**config.mk**
```make
export PLATFORM = sky130hd
export DESIGN_NAME = lsic_sync_irq
export DESIGN_NICKNAME = d
export VERILOG_FILES = /design/src/pkg/lsic_pkg.sv /design/src/hw/lsic_sync_irq.sv /design/src/hw/lsic_event_det.sv
export SDC_FILE = /design/constraint.sdc
export NUM_CORES = 1
export LEC_CHECK = 0
export BUFFER_PORTS_ARGS = -buffer_cell sky130_fd_sc_hd__buf_2
export CAP_MARGIN = 20
export CELL_PAD_IN_SITES_DETAIL_PLACEMENT = 1
export CELL_PAD_IN_SITES_GLOBAL_PLACEMENT = 2
export CORE_MARGIN = 5
export CORE_UTILIZATION = 30
export DETAILED_ROUTE_END_ITERATION = 6
export PLACE_DENSITY = 0.86
export SYNTH_ARGS = -nofsm -noshare
export SYNTH_HDL_FRONTEND = slang
export SYNTH_SLANG_ARGS = --single-unit
```
**constraint.sdc**
```tcl
create_clock -name clk -period 5.3 [get_ports clk]
set_input_delay 0.53 -clock clk [delete_from_list [all_inputs] [get_ports clk]]
set_output_delay 0.53 -clock clk [all_outputs]
set_load 0.1 [all_outputs]
```
**src/pkg/lsic_pkg.sv**
```systemverilog
// package: register map, field positions and shared types of the sync irq control block
package lsic_pkg;
  // byte addresses of the registers
  localparam logic [31:0] SYNC_STATUS_FLAGS_OFF = 32'hffff_0780;
  localparam logic [31:0] SYNC_IRQ_CONTROL_OFF = 32'hffff_0784;
  localparam logic [31:0] IRQ_PENDING_OFF = 32'hffff_0790;
  localparam logic [31:0] IRQ_MASK_OFF = 32'hffff_0794;
  localparam logic [31:0] MODE_SELECT_OFF = 32'hffff_0798;
  // field positions
  localparam int CTRL_RISE_IRQ_BIT = 12;
  localparam int CTRL_BRK_IRQ_DIS_BIT = 11;
  localparam int CTRL_USED_MSB = 12;
  localparam int STAT_RISE_BIT = 6;
  localparam int STAT_BRK_BIT = 0;
  localparam int STAT_W = 7;
  // reset values
  localparam logic [15:0] CTRL_RESET = 16'h0000;
  localparam logic [STAT_W-1:0] STAT_RESET = 7'h00;
  localparam logic [STAT_W-1:0] MASK_RESET = 7'h00;
  // axi responses
  localparam logic [1:0] RESP_OKAY = 2'h0;
  localparam logic [1:0] RESP_SLVERR = 2'h2;

  typedef enum logic {
    LSIC_MODE_LIN = 1'b0,
    LSIC_MODE_ALT = 1'b1
  } lsic_mode_t;

  // one-cycle bus events handed from the detector to the register bank
  typedef struct packed {
    logic rise;
    logic brk;
  } lsic_events_t;
endpackage

```
**src/hw/lsic_sync_irq.sv**
```systemverilog
// sync irq control register bank with axi4-lite slave, status flags and interrupt
module lsic_sync_irq (
  input wire logic clk,
  input wire logic reset_n,
  input wire logic [31:0] s_axi_awaddr,
  input wire logic s_axi_awvalid,
  output logic s_axi_awready,
  input wire logic [31:0] s_axi_wdata,
  input wire logic [3:0] s_axi_wstrb,
  input wire logic s_axi_wvalid,
  output logic s_axi_wready,
  output logic [1:0] s_axi_bresp,
  output logic s_axi_bvalid,
  input wire logic s_axi_bready,
  input wire logic [31:0] s_axi_araddr,
  input wire logic s_axi_arvalid,
  output logic s_axi_arready,
  output logic [31:0] s_axi_rdata,
  output logic [1:0] s_axi_rresp,
  output logic s_axi_rvalid,
  input wire logic s_axi_rready,
  input wire logic bus_rx,
  input wire logic brk_match,
  output logic irq
);
  lsic_pkg::lsic_events_t ev;
  logic [15:0] ctrl_reg;
  logic [lsic_pkg::STAT_W-1:0] stat_reg, stat_next;
  logic [lsic_pkg::STAT_W-1:0] pend_reg, pend_next;
  logic [lsic_pkg::STAT_W-1:0] mask_reg;
  lsic_pkg::lsic_mode_t mode_reg;
  logic [31:0] awaddr_reg, wdata_reg;
  logic [3:0] wstrb_reg;
  logic aw_full_reg, w_full_reg;
  logic do_write, rd_hs, rd_stat, rise_irq_en, brk_irq_en;
  logic [lsic_pkg::STAT_W-1:0] ev_vec, pend_set, w1c;

  function automatic logic hit(input logic [31:0] a, input logic [31:0] off);
    hit = (a[31:2] == off[31:2]);
  endfunction

  function automatic logic mapped(input logic [31:0] a);
    mapped = hit(a, lsic_pkg::SYNC_STATUS_FLAGS_OFF) | hit(a, lsic_pkg::SYNC_IRQ_CONTROL_OFF)
           | hit(a, lsic_pkg::IRQ_PENDING_OFF) | hit(a, lsic_pkg::IRQ_MASK_OFF)
           | hit(a, lsic_pkg::MODE_SELECT_OFF);
  endfunction

  lsic_event_det u_det (
    .clk(clk),
    .reset_n(reset_n),
    .bus_rx(bus_rx),
    .brk_match(brk_match),
    .events(ev)
  );

  // write path: address and data latched independently, committed together
  assign do_write = aw_full_reg & w_full_reg & ~s_axi_bvalid;
  assign rd_hs = s_axi_arvalid & s_axi_arready;
  assign rd_stat = rd_hs & hit(s_axi_araddr, lsic_pkg::SYNC_STATUS_FLAGS_OFF);

  always_ff @(posedge clk) begin
    if (!reset_n) begin
      s_axi_awready <= 1'b1;
      s_axi_wready <= 1'b1;
      aw_full_reg <= 1'b0;
      w_full_reg <= 1'b0;
      awaddr_reg <= '0;
      wdata_reg <= '0;
      wstrb_reg <= '0;
      s_axi_bvalid <= 1'b0;
      s_axi_bresp <= lsic_pkg::RESP_OKAY;
    end else begin
      if (s_axi_awvalid && s_axi_awready) begin
        awaddr_reg <= s_axi_awaddr;
        aw_full_reg <= 1'b1;
        s_axi_awready <= 1'b0;
      end
      if (s_axi_wvalid && s_axi_wready) begin
        wdata_reg <= s_axi_wdata;
        wstrb_reg <= s_axi_wstrb;
        w_full_reg <= 1'b1;
        s_axi_wready <= 1'b0;
      end
      if (do_write) begin
        aw_full_reg <= 1'b0;
        w_full_reg <= 1'b0;
        s_axi_bvalid <= 1'b1;
        s_axi_bresp <= mapped(awaddr_reg) ? lsic_pkg::RESP_OKAY : lsic_pkg::RESP_SLVERR;
      end
      // reopen only after the response is taken: one write in flight
      if (s_axi_bvalid && s_axi_bready) begin
        s_axi_bvalid <= 1'b0;
        s_axi_awready <= 1'b1;
        s_axi_wready <= 1'b1;
      end
    end
  end

  // control register, reserved top bits never stored
  always_ff @(posedge clk) begin
    if (!reset_n) begin
      ctrl_reg <= lsic_pkg::CTRL_RESET;
    end else if (do_write && hit(awaddr_reg, lsic_pkg::SYNC_IRQ_CONTROL_OFF)) begin
      if (wstrb_reg[0]) begin
        ctrl_reg[7:0] <= wdata_reg[7:0];
      end
      if (wstrb_reg[1]) begin
        ctrl_reg[lsic_pkg::CTRL_USED_MSB:8] <= wdata_reg[lsic_pkg::CTRL_USED_MSB:8];
      end
    end
  end

  // mask and mode registers
  always_ff @(posedge clk) begin
    if (!reset_n) begin
      mask_reg <= lsic_pkg::MASK_RESET;
      mode_reg <= lsic_pkg::LSIC_MODE_LIN;
    end else if (do_write && wstrb_reg[0]) begin
      if (hit(awaddr_reg, lsic_pkg::IRQ_MASK_OFF)) begin
        mask_reg <= wdata_reg[lsic_pkg::STAT_W-1:0];
      end
      if (hit(awaddr_reg, lsic_pkg::MODE_SELECT_OFF)) begin
        mode_reg <= lsic_pkg::lsic_mode_t'(wdata_reg[0]);
      end
    end
  end

  // bit 12 flips meaning with the mode; bit 11 is a disable
  assign rise_irq_en = (mode_reg == lsic_pkg::LSIC_MODE_ALT)
                     ? ~ctrl_reg[lsic_pkg::CTRL_RISE_IRQ_BIT]
                     : ctrl_reg[lsic_pkg::CTRL_RISE_IRQ_BIT];
  assign brk_irq_en = ~ctrl_reg[lsic_pkg::CTRL_BRK_IRQ_DIS_BIT];

  // status flags: set by events, the rise flag only in alternate mode, cleared by a status read, set wins
  always_comb begin
    ev_vec = '0;
    ev_vec[lsic_pkg::STAT_RISE_BIT] = ev.rise & (mode_reg == lsic_pkg::LSIC_MODE_ALT);
    ev_vec[lsic_pkg::STAT_BRK_BIT] = ev.brk;
    stat_next = (rd_stat ? '0 : stat_reg) | ev_vec;
  end

  // pending bits feed the irq; w1c, set wins over clear
  always_comb begin
    pend_set = '0;
    pend_set[lsic_pkg::STAT_RISE_BIT] = ev.rise & rise_irq_en;
    pend_set[lsic_pkg::STAT_BRK_BIT] = ev.brk & brk_irq_en;
    w1c = (do_write && wstrb_reg[0] && hit(awaddr_reg, lsic_pkg::IRQ_PENDING_OFF))
        ? wdata_reg[lsic_pkg::STAT_W-1:0] : '0;
    pend_next = (pend_reg & ~w1c) | pend_set;
  end

  always_ff @(posedge clk) begin
    if (!reset_n) begin
      stat_reg <= lsic_pkg::STAT_RESET;
      pend_reg <= lsic_pkg::STAT_RESET;
      irq <= 1'b0;
    end else begin
      stat_reg <= stat_next;
      pend_reg <= pend_next;
      irq <= |(pend_next & mask_reg); // registered so the pin is glitch free
    end
  end

  // read path: data one cycle after the address is taken
  always_ff @(posedge clk) begin
    if (!reset_n) begin
      s_axi_arready <= 1'b1;
      s_axi_rvalid <= 1'b0;
      s_axi_rdata <= '0;
      s_axi_rresp <= lsic_pkg::RESP_OKAY;
    end else begin
      if (rd_hs) begin
        s_axi_arready <= 1'b0;
        s_axi_rvalid <= 1'b1;
        s_axi_rresp <= mapped(s_axi_araddr) ? lsic_pkg::RESP_OKAY : lsic_pkg::RESP_SLVERR;
        s_axi_rdata <= '0;
        if (hit(s_axi_araddr, lsic_pkg::SYNC_STATUS_FLAGS_OFF)) begin
          s_axi_rdata[lsic_pkg::STAT_W-1:0] <= stat_reg;
        end
        if (hit(s_axi_araddr, lsic_pkg::SYNC_IRQ_CONTROL_OFF)) begin
          s_axi_rdata[15:0] <= ctrl_reg;
        end
        if (hit(s_axi_araddr, lsic_pkg::IRQ_PENDING_OFF)) begin
          s_axi_rdata[lsic_pkg::STAT_W-1:0] <= pend_reg;
        end
        if (hit(s_axi_araddr, lsic_pkg::IRQ_MASK_OFF)) begin
          s_axi_rdata[lsic_pkg::STAT_W-1:0] <= mask_reg;
        end
        if (hit(s_axi_araddr, lsic_pkg::MODE_SELECT_OFF)) begin
          s_axi_rdata[0] <= mode_reg;
        end
      end else if (s_axi_rvalid && s_axi_rready) begin
        s_axi_rvalid <= 1'b0;
        s_axi_arready <= 1'b1;
      end
    end
  end
endmodule // lsic_sync_irq

```
**src/hw/lsic_event_det.sv**
```systemverilog
// edge detector: rising edge on the bus line and break compare arrival
module lsic_event_det (
  input wire logic clk,
  input wire logic reset_n,
  input wire logic bus_rx,
  input wire logic brk_match,
  output lsic_pkg::lsic_events_t events
);
  logic rx_prev_reg;
  logic brk_prev_reg;

  // idle lin line is high, so prev starts high to avoid a fake edge
  always_ff @(posedge clk) begin
    if (!reset_n) begin
      rx_prev_reg <= 1'b1;
      brk_prev_reg <= 1'b0;
      events <= '0;
    end else begin
      rx_prev_reg <= bus_rx;
      brk_prev_reg <= brk_match;
      events.rise <= bus_rx & ~rx_prev_reg;
      events.brk <= brk_match & ~brk_prev_reg; // match is a level, fire once
    end
  end
endmodule // lsic_event_det

```
# Yosys cells after proc, flatten, opt, wreduce, memory -nomap -nowiden
# Cells that the tools add are included.
totals:
  ff_bits: 114
  in_bits: 109
  output_inout_bits: 42
  wordCells: 91
classes:
  n_eq_ne: 10
  n_mux: 14
  n_bitwise: 28
  n_reduce_logical: 15
op_table:
  columns: ["cell", "count"]
  rows:
  - ["$eq 30x30->1 const B", 10]
  - ["$mux 7", 5]
  - ["$and 7x7->7", 2]
  - ["$or 7x7->7", 2]
  - ["$mux 13", 1]
  - ["$and 1x1->1", 9]
  - ["$or 1x1->1", 8]
  - ["$reduce_and 2->1", 4]
  - ["$logic_and 1x1->1", 7]
  - ["$not 7->7", 1]
  - ["$reduce_or 7->1", 1]
  - ["$mux 1", 6]
  - ["$not 1->1", 6]
  - ["$mux 2", 2]
  - ["$reduce_or 2->1", 2]
  - ["$reduce_bool 2->1", 1]

# Longest topological paths before layout
depth:
  word_depth: 10
  ltp_mapped: 6
  mapped_depth_nobuf: 5

# Modules after synthesis
# A second synthesis with hierarchy kept.
unflattened:
  hier_cells: 488
  hier_area_um2: 4142.7
by_module_without_submodules:
  columns: ["mod", "instances", "cells_each", "area_per_inst_um2", "seq_area_each_um2"]
  rows:
  - ["lsic_sync_irq", 1, 480, 4031.4, 1961.9]
  - ["lsic_event_det", 1, 8, 111.4, 80.1]

# Worst setup path before layout
# No wires, ideal clock.
synth_path:
  path_type: "reg2reg"
  start: "reg s_axi_bvalid"
  end: "reg irq"
  setup_time_ps: 134
  arrival_time_ps: 2499
  t_required_ps: 5166
  setup_slack_ps: 2667
  path_stages_with_launch: 7
  n_path_buf: 1
  period_less_slack_ps: 2633
  cell_sequence: "dfxtp_1 > nand3b_1 > nor4_1 > and4b_1 > buf_4 > a21oi_1 > or4_1"
synth_via:
  elab_chain_cells: 10
synth_rtl:
  columns: ["element", "line", "rtl"]
  rows:
  - ["start: declaration", "lsic_sync_irq.sv:13", "output logic s_axi_bvalid,"]
  - ["start signal: assignment", "lsic_sync_irq.sv:70", "s_axi_bvalid <= 1'b0;"]
  - ["start signal: assignment", "lsic_sync_irq.sv:87", "s_axi_bvalid <= 1'b1;"]
  - ["start signal: assignment", "lsic_sync_irq.sv:92", "s_axi_bvalid <= 1'b0;"]
  - ["$not 1->1", "lsic_sync_irq.sv:57", "assign do_write = aw_full_reg & w_full_reg & ~s_axi_bvalid;"]
  - ["$and 1x1->1", "lsic_sync_irq.sv:57", null]
  - ["$logic_and 1x1->1 (2 in a row)", "lsic_sync_irq.sv:147", "w1c = (do_write && wstrb_reg[0] && hit(awaddr_reg, lsic_pkg::IRQ_PENDING_OFF))"]
  - ["$mux 7", "lsic_sync_irq.sv:148", "? wdata_reg[lsic_pkg::STAT_W-1:0] : '0;"]
  - ["$not 7->7", "lsic_sync_irq.sv:149", "pend_next = (pend_reg & ~w1c) | pend_set;"]
  - ["$and 7x7->7", "lsic_sync_irq.sv:149", null]
  - ["$or 7x7->7", "lsic_sync_irq.sv:149", null]
  - ["$and 7x7->7", "lsic_sync_irq.sv:160", "irq <= |(pend_next & mask_reg);"]
  - ["$reduce_or 7->1", "lsic_sync_irq.sv:160", null]
  - ["end signal: assignment", "lsic_sync_irq.sv:160", null]
  - ["end: declaration", "lsic_sync_irq.sv:24", "output logic irq"]
# No other way between the ends.
# A chain may end at the register's enable or synchronous reset.

# Worst setup path in the final report
# Same ends and word-level chain as after synthesis.

==> results.json <==
{
  "worst_pin_slew_ps": 985,
  "p_switching_uw": 471,
  "vias": 3645,
  "final_design_area_no_fill_sq_mm": 0.00506,
  "vias_per_cell": 4.75,
  "path_clk_slew_ps": 70,
  "p_per_area_mw_per_mm2": 341,
  "htree_num_levels": 3,
  "grt_first_pass_wirelength_mm": 19.1,
  "async_reset_ff_frac": 0,
  "largest_reg_flops": 30,
  "syn_to_final_growth_pct": 21.6,
  "grt_max_degree": 71,
  "netlist_area_sq_mm": 0.00416,
  "ir_drop_mv": 0.177,
  "synth_compound_area_frac": 0.135,
  "nets": 692,
  "cp_max_fo": 11,
  "die_h_um": 128,
  "core_area_sq_mm": 0.0137,
  "die_w_um": 128,
  "p_sw_frac": 0.273,
  "clk_latency_ps": 350,
  "synth_cell_types": 45,
  "p_int_uw": 1260,
  "synth_edf_count": 0,
  "synth_cells": 494,
  "drc": 0,
  "report.final.slew_viol_count": 0,
  "synthSimpleGateAreaFrac": 0.229,
  "gp_congestion": 0.848,
  "tritoncts": "built",
  "start_kind": "flip-flop",
  "crit_required_ps": 5510,
  "grt_use_total": 0.146,
  "initial_utilization": 0.303,
  "wl_per_cell_um": 15.2,
  "min_period_ps": 2880,
  "n_antenna_cell": 0,
  "worst-setup-path-type": "flip-flop to flip-flop",
  "grt_setup_unrepaired": "false",
  "syn_area_per_cell_sq_um": 8.42,
  "die_area_sq_mm": 0.0163,
  "tns_ps": 0,
  "synth_top_family_by_area": "simple AND/OR/NAND/NOR gates",
  "cellLeakagePower_uw": 0.00219,
  "drive_above_1_share": 0.224,
  "first_iter_violations": 127,
  "antenna_found_initial": 1,
  "postPlaceCellArea_sq_mm": 0.00473,
  "pin_count": 151,
  "postCtsHoldBufs": 0,
  "postRouteAntennaNets": 0,
  "grt_pass1_vias": 3821,
  "synth-seq-cells": 102,
  "p_seq_frac": 0.471,
  "synth_ff_type": "dfxtp_1",
  "post-cts-setup-buffer-count": 0,
  "finalSetupViolations": 0,
  "min_period_over_period": 0.543,
  "port_buffers": 104,
  "hp-class": "primary input to flip-flop",
  "synth_warnings": 0,
  "worstSetupEndpointType": "flip-flop",
  "hold_violations": 0,
  "run_status": "finished clean",
  "num_rows": 43,
  "synth-adder-area-share": 0,
  "place_hpwl_mm": 8.70,
  "cts_max_path_buffers": 2,
  "routed_wl_mm": 11.7,
  "clockPowerShare": 0.408,
  "firstDrtPassIters": 4,
  "pwr-share-comb": 0.122,
  "cts-root-buf": "clkbuf_16",
  "numClockSinks": 102,
  "grt-ovfl-total": 0,
  "fin_skew_ps": 8.16,
  "cts_resized": 0,
  "max_slew_margin": 0.342,
  "cts_made_buffers": 9,
  "arrival_ps": 3090,
  "synthXorXnorAreaFrac": 0.00210,
  "timing.fmax_ghz": 0.347,
  "maxCapViolCount": 0,
  "muxShareOfSynthArea": 0.0722,
  "ys_seq_area_frac": 0.491
}
area by class of cell:
cell class | instances | area, sq um
multi-input combinational | 357 | 1910
inverter | 6 | 22.5
tap | 180 | 225
clock buffer | 10 | 229
clock inverter | 6 | 86.3
sequential | 102 | 2040
timing repair buffer | 107 | 551
fill | 1671 | 8660
synthesized netlist by cell type, types with 2 or more instances:
master      n  area [sq um]
a21oi_1    65           325
a22oi_1    11          82.6
a31oi_1     3          18.8
and2_1      5          31.3
and4_1      2          17.5
buf_1       3          11.3
buf_4      22           165
clkbuf_1   24          90.1
dfxtp_1   102          2040
inv_1       6          22.5
mux2_2      6          67.6
mux2i_1    21           210
nand2_1   117           439
nand2b_1    4          25.0
nand3_1     5          25.0
nand4_1     9          56.3
nand4b_1    2          17.5
nor2_1     40           150
nor2b_1     3          18.8
nor3_1      2          10.0
nor3b_1     2          15.0
nor4_1      2          12.5
o21a_1      2          15.0
o21ai_0     7          35.0
o22ai_1     2          12.5
o31ai_1     2          15.0
or3_1       6          37.5
or4_1       2          15.0
per-layer routing:
metal / GRT usage / up-vias / wire length, um
met5: 0 / - / 20
met4: 0.0506 / 2 / 165
met3: 0.0350 / 15 / 735
met2: 0.242 / 107 / 5480
met1: 0.185 / 1699 / 5310
li1: - / 1822 / -
placed cells by master (no fill, tap or decap), types with 6 or more instances in the layout:
cell type | Yosys | layout
nand2_1 | 117 | 117
buf_2 | 0 | 104
dfxtp_1 | 102 | 102
a21oi_1 | 65 | 65
nor2_1 | 40 | 40
mux2i_1 | 21 | 21
conb_1 | 1 | 21
a22oi_1 | 11 | 11
nand4_1 | 9 | 9
clkbuf_16 | 0 | 9
o21ai_0 | 7 | 7
mux2_2 | 6 | 6
or3_1 | 6 | 6
per-stage QoR:
stage                     hold WS [ps]  total power (uW)  setup slack (ps)   util  std cells
after CTS                          365              1750              2400  0.368        767
after floorplan                    367               994              2670      -        514
after detailed placement           382              1040              2400  0.345        751
after global placement             374              1030              2470  0.345        751
after global routing               372              1800              2110  0.369        768
final                              379              1730              2420  0.369        768
final timing paths:
path,start,endpoint,slack [ps],depth (start not counted)
max,s_axi_bvalid,irq,2420,5
min,s_axi_awvalid,s_axi_awready,380,2
max reg2reg,s_axi_bvalid,irq,2420,5
min reg2reg,u_det.brk_prev_reg,u_det.events[0],390,1
power by group through the flow:
stage / clock network, uW / logic [uW] / registers [uW]
after floorplan: 0 / 143 / 850
after global placement: 0 / 206 / 828
after detailed placement: 0 / 210 / 831
after CTS: 727 / 211 / 813
after global routing: 756 / 228 / 816
final: 704 / 210 / 813
cell families (layout without fill, tap and decap cells):
kind of cell | after synthesis | count (layout)
XOR/XNOR | 1 | 1
AO/OA/AOI/OAI | 99 | 99
AND/OR/NAND/NOR | 208 | 208
buffers and inverters | 55 | 129
multiplexers | 28 | 28
other | 1 | 21
flip-flops | 102 | 102
worst max-delay path: stages (launching register included):
cell      delay, ps
dfxtp_1         350
nand3b_1        240
nor4_1          810
and4b_1         600
o22ai_1         160
or4_1           580
Power figures use the tool's default switching activity.
